## config.mk

```make
export PLATFORM = sky130hd
export DESIGN_NAME = exception_priority_code_unit
export DESIGN_NICKNAME = d
export VERILOG_FILES = /design/src/rtl/exc_pkg.sv /design/src/rtl/gen_exc_select.sv /design/src/rtl/irq_code_enc.sv /design/src/rtl/exception_priority_code_unit.sv
export SDC_FILE = /design/constraint.sdc
export NUM_CORES = 1
export LEC_CHECK = 0
export ABC_AREA = 1
export BUFFER_PORTS_ARGS = -buffer_cell sky130_fd_sc_hd__buf_2
export CAP_MARGIN = 20
export CORE_ASPECT_RATIO = 0.8
export CORE_UTILIZATION = 47
export DETAILED_ROUTE_END_ITERATION = 6
export PLACE_DENSITY = 0.81
export SYNTH_ARGS = -nofsm -noshare
export SYNTH_HDL_FRONTEND = slang
export SYNTH_SLANG_ARGS = --single-unit
```

## constraint.sdc

```tcl
create_clock -name mclk -period 1.9 [get_ports mclk]
set_input_delay 0.285 -clock mclk [delete_from_list [all_inputs] [get_ports mclk]]
set_output_delay 0.285 -clock mclk [all_outputs]
set_load 0.05 [all_outputs]
```

## src/rtl/exc_pkg.sv

```systemverilog
// exception event codes, event kinds and priority levels
// assumes: shared by the acceptance unit and its two encoders
package exc_pkg;

	// ------------------------------------------------------------
	// event code field
	// ------------------------------------------------------------
	localparam int CODE_W = 12;
	localparam int CODE_MSB = 11;
	localparam int CODE_LSB = 0;

	// ------------------------------------------------------------
	// event codes
	// ------------------------------------------------------------
	localparam logic [11:0] CODE_POR       = 12'h000;
	localparam logic [11:0] CODE_MRST      = 12'h020;
	localparam logic [11:0] CODE_DBG_RST   = 12'h000;
	localparam logic [11:0] CODE_TLB_R     = 12'h040;
	localparam logic [11:0] CODE_TLB_W     = 12'h060;
	localparam logic [11:0] CODE_RPT_MISS  = 12'h070;
	localparam logic [11:0] CODE_IPW       = 12'h080;
	localparam logic [11:0] CODE_PROT_R    = 12'h0A0;
	localparam logic [11:0] CODE_PROT_W    = 12'h0C0;
	localparam logic [11:0] CODE_PROT_RPT  = 12'h0D0;
	localparam logic [11:0] CODE_AERR_R    = 12'h0E0;
	localparam logic [11:0] CODE_AERR_W    = 12'h100;
	localparam logic [11:0] CODE_TRAP      = 12'h160;
	localparam logic [11:0] CODE_ILLEGAL   = 12'h180;
	localparam logic [11:0] CODE_SLOT_ILL  = 12'h1A0;
	localparam logic [11:0] CODE_NMI       = 12'h1C0;
	localparam logic [11:0] CODE_UBRK      = 12'h1E0;
	localparam logic [11:0] CODE_EXT_BASE  = 12'h200;
	localparam logic [11:0] CODE_DMA_AERR  = 12'h5C0;
	localparam logic [11:0] CODE_DBG_IRQ   = 12'h5E0;
	localparam int          EXT_STEP_SHIFT = 5;

	// ------------------------------------------------------------
	// general event kinds, index = execution order rank
	// ------------------------------------------------------------
	localparam int KI_UBRK_PRE  = 0;
	localparam int KI_IADDR     = 1;
	localparam int KI_ITLB_MISS = 2;
	localparam int KI_ITLB_INV  = 3;
	localparam int KI_ITLB_PROT = 4;
	localparam int KI_ILLEGAL   = 5;
	localparam int KI_SLOT_ILL  = 6;
	localparam int KI_TRAP      = 7;
	localparam int KI_DADDR     = 8;
	localparam int KI_DTLB_MISS = 9;
	localparam int KI_DTLB_INV  = 10;
	localparam int KI_DTLB_PROT = 11;
	localparam int KI_IPW       = 12;
	localparam int KI_UBRK_POST = 13;
	localparam int KI_DMA       = 14;
	localparam int N_KIND       = 15;
	// kinds that abort and re-execute the instruction
	localparam logic [14:0] REEXEC_MASK = 15'h1F7E;

	// ------------------------------------------------------------
	// acceptance levels, 1 highest
	// ------------------------------------------------------------
	typedef enum logic [2:0] {
		LVL_NONE    = 3'h0,
		LVL_RESET   = 3'h1,
		LVL_GENERAL = 3'h2,
		LVL_NMI     = 3'h3,
		LVL_IRQ     = 3'h4
	} level_t;

endpackage

```

## src/rtl/gen_exc_select.sv

```systemverilog
// picks the first event in execution order of one instruction and codes it
// assumes: purely combinational, fed from the same clock domain
`timescale 1ns/10ps
`default_nettype none
module gen_exc_select (
	// events detected for one instruction
	input  wire logic [14:0] exc,
	input  wire logic        wr,
	input  wire logic        rpt,
	// chosen event
	output logic             valid,
	output logic [11:0]      code,
	output logic             reexec
);

	// instruction fetches are reads, so only data kinds look at wr
	function automatic logic [11:0] kind_code(input int k, input logic w, input logic r);
		logic dw;
		dw = w && (k >= exc_pkg::KI_DADDR);
		case (k)
			exc_pkg::KI_IADDR, exc_pkg::KI_DADDR:
				kind_code = r ? exc_pkg::CODE_RPT_MISS : (dw ? exc_pkg::CODE_AERR_W : exc_pkg::CODE_AERR_R);
			exc_pkg::KI_ITLB_MISS, exc_pkg::KI_ITLB_INV, exc_pkg::KI_DTLB_MISS, exc_pkg::KI_DTLB_INV:
				kind_code = r ? exc_pkg::CODE_RPT_MISS : (dw ? exc_pkg::CODE_TLB_W : exc_pkg::CODE_TLB_R);
			exc_pkg::KI_ITLB_PROT, exc_pkg::KI_DTLB_PROT:
				kind_code = r ? exc_pkg::CODE_PROT_RPT : (dw ? exc_pkg::CODE_PROT_W : exc_pkg::CODE_PROT_R);
			exc_pkg::KI_IPW:       kind_code = exc_pkg::CODE_IPW;
			// decode-stage kinds never coincide, so ranks 5 to 7 act as one rank
			exc_pkg::KI_ILLEGAL:   kind_code = exc_pkg::CODE_ILLEGAL;
			exc_pkg::KI_SLOT_ILL:  kind_code = exc_pkg::CODE_SLOT_ILL;
			exc_pkg::KI_TRAP:      kind_code = exc_pkg::CODE_TRAP;
			exc_pkg::KI_UBRK_PRE,
			exc_pkg::KI_UBRK_POST: kind_code = exc_pkg::CODE_UBRK;
			default:               kind_code = exc_pkg::CODE_DMA_AERR;
		endcase
	endfunction

	// lowest rank wins; scanning downward lets it overwrite later ranks
	always_comb begin
		valid = 1'b0;
		code = exc_pkg::CODE_POR;
		reexec = 1'b0;
		for (int k = exc_pkg::N_KIND - 1; k >= 0; k--) begin
			if (exc[k]) begin
				valid = 1'b1;
				code = kind_code(k, wr, rpt);
				reexec = exc_pkg::REEXEC_MASK[k];
			end
		end
	end

endmodule // gen_exc_select
`default_nettype wire

```

## src/rtl/irq_code_enc.sv

```systemverilog
// ranks pending interrupts and forms their event code
// assumes: requests come from the interrupt controller on the core clock
`timescale 1ns/10ps
`default_nettype none
module irq_code_enc (
	// pending requests
	input  wire logic       nmi,
	input  wire logic       dbg_irq,
	input  wire logic       ext_irq,
	input  wire logic [3:0] level,
	input  wire logic       dbg_first,
	// chosen request
	output logic            valid,
	output logic            is_nmi,
	output logic [11:0]     code
);

	// nmi outranks level 4; order inside level 4 is set by software
	always_comb begin
		valid = nmi | dbg_irq | ext_irq;
		is_nmi = nmi;
		if (nmi) begin
			code = exc_pkg::CODE_NMI;
		end else if (dbg_irq && (dbg_first || !ext_irq)) begin
			code = exc_pkg::CODE_DBG_IRQ;
		end else begin
			code = exc_pkg::CODE_EXT_BASE + {3'h0, level, 5'h00};
		end
	end

endmodule // irq_code_enc
`default_nettype wire

```

## src/rtl/exception_priority_code_unit.sv

```systemverilog
// exception acceptance and event coding for the core
// assumes: pipeline and interrupt controller on mclk; reset pins asynchronous
`timescale 1ns/10ps
`default_nettype none
module exception_priority_code_unit (
	// clock and reset
	input  wire logic             mclk,
	input  wire logic             rst,
	// reset requests from pins
	input  wire logic             por_req,
	input  wire logic             manual_reset_req,
	input  wire logic             dbg_reset_req,
	// pipeline
	input  wire logic             boundary,
	input  wire logic             mem_busy,
	input  wire logic             block_mask,
	input  wire logic             id_delayed_uncond,
	input  wire logic             id_delayed_cond,
	input  wire logic             branch_taken,
	input  wire logic [14:0]      older_exc,
	input  wire logic             older_wr,
	input  wire logic             older_rpt,
	input  wire logic [14:0]      younger_exc,
	input  wire logic             younger_wr,
	input  wire logic             younger_rpt,
	// interrupt controller
	input  wire logic             nmi_req,
	input  wire logic             user_debug_interface_irq,
	input  wire logic             ext_irq_req,
	input  wire logic [3:0]       external_interrupt_level,
	input  wire logic             dbg_over_ext,
	// event registers and acceptance
	output logic [11:0]           exception_event_reg,
	output logic [11:0]           interrupt_event_reg,
	output logic [11:0]           interrupt_event_reg_alt,
	output logic                  accept,
	output exc_pkg::level_t       accept_level,
	output logic                  retry_from_branch,
	output logic                  reset_taken
);

	// ------------------------------------------------------------
	// reset pin synchronisers
	// ------------------------------------------------------------
	logic [2:0] pin_s1;
	logic [2:0] pin_s2;
	logic       por_s;
	logic       mrst_s;
	logic       dbg_s;

	// first stage feeds only the second stage
	always_ff @(posedge mclk) begin
		if (rst) begin
			pin_s1 <= 3'h0;
			pin_s2 <= 3'h0;
		end else begin
			pin_s1 <= {dbg_reset_req, manual_reset_req, por_req};
			pin_s2 <= pin_s1;
		end
	end

	assign por_s = pin_s2[0];
	assign mrst_s = pin_s2[1];
	assign dbg_s = pin_s2[2];

	// ------------------------------------------------------------
	// event selection
	// ------------------------------------------------------------
	logic        old_valid;
	logic [11:0] old_code;
	logic        old_reexec;
	logic        yng_valid;
	logic [11:0] yng_code;
	logic        yng_reexec;
	logic        int_valid;
	logic        int_nmi;
	logic [11:0] int_code;

	gen_exc_select u_older (
		.exc    (older_exc),
		.wr     (older_wr),
		.rpt    (older_rpt),
		.valid  (old_valid),
		.code   (old_code),
		.reexec (old_reexec)
	);

	gen_exc_select u_younger (
		.exc    (younger_exc),
		.wr     (younger_wr),
		.rpt    (younger_rpt),
		.valid  (yng_valid),
		.code   (yng_code),
		.reexec (yng_reexec)
	);

	irq_code_enc u_irq (
		.nmi       (nmi_req),
		.dbg_irq   (user_debug_interface_irq),
		.ext_irq   (ext_irq_req),
		.level     (external_interrupt_level),
		.dbg_first (dbg_over_ext),
		.valid     (int_valid),
		.is_nmi    (int_nmi),
		.code      (int_code)
	);

	// ------------------------------------------------------------
	// acceptance conditions
	// ------------------------------------------------------------
	typedef enum logic [1:0] {
		ST_RUN  = 2'b00,
		ST_SLOT = 2'b01,
		ST_MRST = 2'b10
	} st_t;

	st_t         state;
	logic        hard_rst;
	logic        run_bnd;
	logic        slot_bnd;
	logic        br_taken;
	logic        gen_valid;
	logic [11:0] gen_code;
	logic        take_gen;
	logic        take_slot;
	logic        take_int;

	assign hard_rst = por_s | dbg_s;
	assign run_bnd = boundary && (state == ST_RUN) && !hard_rst && !mrst_s;
	assign slot_bnd = boundary && (state == ST_SLOT) && !hard_rst && !mrst_s;
	assign br_taken = id_delayed_uncond | (id_delayed_cond & branch_taken);
	assign gen_valid = old_valid | yng_valid;
	assign gen_code = old_valid ? old_code : yng_code;
	assign take_gen = run_bnd && gen_valid;
	// only a re-executing slot event leaves before the branch runs
	assign take_slot = slot_bnd && !old_valid && yng_valid && yng_reexec;
	// interrupts held pending while blocked; nmi ranks over level 4
	assign take_int = run_bnd && !gen_valid && int_valid && !block_mask;

	// ------------------------------------------------------------
	// next state and event registers
	// ------------------------------------------------------------
	st_t             next_state;
	logic [11:0]     next_exp;
	logic [11:0]     next_int;
	logic [11:0]     next_int_alt;
	logic            next_accept;
	exc_pkg::level_t next_level;
	logic            next_retry;
	logic            next_rst_taken;

	// resets outrank everything and ignore boundaries
	always_comb begin
		next_state = state;
		next_exp = exception_event_reg;
		next_int = interrupt_event_reg;
		next_int_alt = interrupt_event_reg_alt;
		next_accept = 1'b0;
		next_level = exc_pkg::LVL_NONE;
		next_retry = 1'b0;
		next_rst_taken = 1'b0;
		if (hard_rst) begin
			next_state = ST_RUN;
			next_exp = por_s ? exc_pkg::CODE_POR : exc_pkg::CODE_DBG_RST;
			next_accept = 1'b1;
			next_level = exc_pkg::LVL_RESET;
			next_rst_taken = 1'b1;
		end else begin
			unique case (state)
				ST_MRST: begin
					// manual reset waits for the memory access in flight
					if (!mem_busy) begin
						next_state = ST_RUN;
						next_exp = exc_pkg::CODE_MRST;
						next_accept = 1'b1;
						next_level = exc_pkg::LVL_RESET;
						next_rst_taken = 1'b1;
					end
				end
				ST_RUN, ST_SLOT: begin
					if (mrst_s) begin
						next_state = ST_MRST;
					end else if (take_gen || take_slot) begin
						next_state = ST_RUN;
						next_exp = take_gen ? gen_code : yng_code;
						next_accept = 1'b1;
						next_level = exc_pkg::LVL_GENERAL;
						next_retry = take_slot;
					end else if (take_int) begin
						next_int = int_code;
						next_int_alt = int_code;
						next_accept = 1'b1;
						next_level = int_nmi ? exc_pkg::LVL_NMI : exc_pkg::LVL_IRQ;
					end else if (slot_bnd) begin
						next_state = ST_RUN;
					end else if (run_bnd && br_taken) begin
						next_state = ST_SLOT;
					end
				end
				default: begin
					next_state = ST_RUN;
				end
			endcase
		end
	end

	// registers only; reset shows power-on code
	always_ff @(posedge mclk) begin
		if (rst) begin
			state <= ST_RUN;
			exception_event_reg <= exc_pkg::CODE_POR;
			interrupt_event_reg <= exc_pkg::CODE_POR;
			interrupt_event_reg_alt <= exc_pkg::CODE_POR;
			accept <= 1'b0;
			accept_level <= exc_pkg::LVL_NONE;
			retry_from_branch <= 1'b0;
			reset_taken <= 1'b0;
		end else begin
			state <= next_state;
			exception_event_reg <= next_exp;
			interrupt_event_reg <= next_int;
			interrupt_event_reg_alt <= next_int_alt;
			accept <= next_accept;
			accept_level <= next_level;
			retry_from_branch <= next_retry;
			reset_taken <= next_rst_taken;
		end
	end
endmodule // exception_priority_code_unit
`default_nettype wire

```

==> flow_results.org <==
** STA
- Timing would allow up to 567.6 MHz.
- RSZ-0062 raised after global routing :: false
- After routing, the total negative slack on setup checks comes to 0 ns.
- Setup violations remaining at the end of the flow were counted as 0.
- Counting I/O delays and the setup requirement, the final critical path takes 1.762 ns.
- Clock skew on the completed layout was measured at 0.003114 ns.
- Final worst setup slack :: 0.1383 ns
- Final max-slew violation count :: 0
- Of the available clock period, the critical path in the final layout requires 0.9272.
- Count of endpoints failing hold in the final timing report :: 0

** Detailed routing
- Routed wire length :: 4.712 mm
- Final antenna-violating net count :: 0
- Post-route DRC violation count :: 0
- Via Count :: 2,100
- In the routed layout, each cell is associated on average with a via count of 4.805.
- The detailed router finished its first iteration with 87 violations.
- Wire length per cell after detailed routing :: 10.78 um
- The first detailed-routing pass took 4 iterations.

** Placement
- Routability-driven placement finished with a final weighted congestion of 0.8840.
- Buffers placed on the I/O ports in this run total 76.
- Setup slack at placement :: 0.1191 ns
- Detailed placement finished with a half-perimeter wire length of 3.848 mm.

** Pwr
- Sum of internal, switching and leakage power :: 1.479 mW
- VDD sags by at most 0.5262 mV.
- Of the total power, the share spent switching nets is 0.3384.
- Power Internal :: 0.9783 mW
- The analysis attributes to net switching a power of 0.5004 mW.
- Leakage power :: 1.297 nW
- The share of total power dissipated in the clock network is 0.303.
- Sequential share of power :: 0.394
- Dividing total power by cell area gives a power density of 619.1 mW/mm^2.
- Share of power burned in combinational logic :: 0.303

** CTS
- Hold repair after CTS inserted 0 buffers.
- In this run the clock root is driven by a clkbuf_8.
- Post-CTS timing repair inserted 0 buffers for setup.
- For the worst-skew pair, the clock arrives at the later sink with an insertion delay of 0.26 ns.
- Num Clock Sinks :: 26
- In this run the number of H-tree levels came out at 1.
- After clock tree synthesis, the clock-pin slew on the worst setup and hold paths is 0.09 ns.
- Counting the buffers created by CTS gives 3.
- Clock buffer depth :: 2
- TritonCTS built the clock tree.

** Global routing
- Gr usage total :: 0.2156
- Initial antenna violation count :: 0
- Number of global-route vias before repair :: 1,831
- Entering global routing, the biggest net connects 16 pins.
- After global routing the overflow that remains totals 0.
- Global-route wire length before repair :: 7.514 mm

** Yosys
- Warning count from the yosys run :: 0
- Netlist area before placement :: 0.001972 mm^2
- For this run, the register share of the synthesized area comes to 0.2640.
- Cell type with the largest total area after synthesis :: dfxtp_1
- Post-Synthesis Mean Instance Area :: 6.382 um^2
- Number of synthesized flops with an enable pin :: 0
- Post-synth ARST share :: 0
- Synthesis instantiated 30 different standard cells from the library.
- The share of synthesized area in the top cell type comes to 0.2640.
- Primary flip-flop cell chosen by synthesis mapping :: dfxtp_1
- Top cells by area, synth :: dfxtp_1 26%, nand2_1 12%, buf_4 9.1%
- Synth Instances :: 309
- Number of register bits inferred by synthesis :: 26

** Worst setup path
- Worst Setup End Kind :: flip-flop
- Counting stages on the worst path, the most repeated cell is inv_1.
- Critical-path cell list :: nor2_1, nand4_1, inv_1, nand2_1, inv_1, nand3_1, inv_1, nand2_1, nand3_1, a21oi_1
- STA puts the critical path data arrival time at 1.91 ns.
- At the worst endpoint, the required time is 2.04 ns.
- On the worst path, the slowest cell contributes a delay of 0.38 ns.
- CP max FO :: 8
- Launching element type of the critical path :: flip-flop
- The setup path with the least slack is of type reg -> reg.
- Among all stages on the critical path, the largest delay is contributed by dfxtp_2.

** Layout
- In the final design database the tool counted 436 nets.
- After filler insertion, the fill cell instance count of the layout stands at 405.
- Total inserted antenna cells :: 0
- Most frequent cells in the layout :: 76 x buf_2, 64 x nand2_1, 46 x inv_1, 37 x nor2_1, 27 x nand3_1
- Once layout is complete, the utilization of the core stands at 0.6119.
- From synthesis to final layout, the design area changed by 21.13%.
- Leaving out fill and tap cells, the most frequent cell in the layout is buf_2.
- Of the cells placed in the final design, the portion with a size suffix greater than 1 is 0.2801.

** Hold path
- In this run the worst hold path is classified as in -> reg.

** Flow run
- Max-cap violations in this run came to 0.

** Floorplan
- The die covers 0.004460 mm^2.
- In this run the standard cell core region covers 0.003904 mm^2.
- Number of ports placed on the die boundary :: 95
- Measured along the y axis, the die boundary spans 59.94 um.
- After floorplanning, the core was divided into 20 placement rows.
- Chip width :: 74.42 um
- The initial utilization of the core area, before any placement, comes to 0.5051.

** Outcome
- The flow ran to the end, and the final reports show no timing, DRC or antenna violations.
==> cell families (layout without fill, tap and decap cells) <==
group                  count (synthesis)  count (layout)  share of synthesized area
AND/OR/NAND/NOR                      162             162                     0.4067
buffers and inverters                 73             129                     0.1853
AO/OA/AOI/OAI                         46              46                     0.1364
flip-flops                            26              26                     0.2640
other                                  1              18                   0.001902
multiplexers                           1               1                   0.005710
==> power groups by stage <==
| stage | logic, mW | clock network (mW) | registers, mW |
|---|---|---|---|
| floorplan | 0.292 | 0 | 0.644 |
| global placement | 0.436 | 0 | 0.593 |
| detailed placement | 0.442 | 0 | 0.594 |
| CTS | 0.445 | 0.459 | 0.582 |
| global route | 0.493 | 0.490 | 0.585 |
| finish | 0.449 | 0.448 | 0.582 |
==> per-stage QoR <==
stage / hold WS [ns] / cells / area [um^2]
floorplan: 0.3541 / 326 / 2036
global placement: 0.3909 / 433 / 2311
detailed placement: 0.3953 / 433 / 2311
CTS: 0.2090 / 437 / 2382
global route: 0.2084 / 437 / 2389
finish: 0.2157 / 437 / 2389
==> Yosys cell counts (all sizes together) (3+ instances only) <==
cell type,count
nor3,7
o21ai,16
nand3,29
a21oi,19
a31oi,3
buf,25
nor2,48
nand4,5
dfxtp,26
inv,47
o211ai,5
nand2,71
==> routing by layer <==
metal  part of all wire  vias up  track usage
li1                   -     1098            -
met1               0.48      935       0.2872
met2               0.46       65       0.3732
met3              0.053        2      0.03541
met4             0.0057        0      0.03235
met5                  0        -            0
==> cell type report <==
class | instances | area [um^2] | share of cell area
tap | 55 | 68.82 | 0.02881
clock buffer | 3 | 41.29 | 0.01729
timing repair buffer | 78 | 395.4 | 0.1655
multi-input combinational | 227 | 1155 | 0.4835
inverter | 47 | 176.4 | 0.07386
clock inverter | 1 | 30.03 | 0.01257
sequential | 26 | 521.8 | 0.2184
==> final timing paths <==
path	slack (ns)	cells after the start	to	startpoint
setup / recovery	0.14	10	exception_event_reg[6]$_SDFFE_PP0P_	state[1]$_SDFFE_PP0P_
hold / removal	0.22	3	pin_s1[0]$_SDFF_PP0_	por_req
setup reg to reg	0.14	10	exception_event_reg[6]$_SDFFE_PP0P_	state[1]$_SDFFE_PP0P_
hold reg to reg	0.41	2	pin_s2[1]$_SDFF_PP0_	pin_s1[1]$_SDFF_PP0_
==> worst max-delay path, delay by kind of cell, from the launching register on <==
kind            cells  cell delay (ns)
flops               1             0.38
buf+inv             3             0.43
simple gates        6             0.75
compound gates      1             0.07
==> what timing repair did <==
| action | CTS | global route |
|---|---|---|
| hold endpoints to repair | 0 | 0 |
| resized for setup | 0 | 2 |
| endpoints found under the setup margin | 0 | 11 |
(Power assumes the default switching activity.)
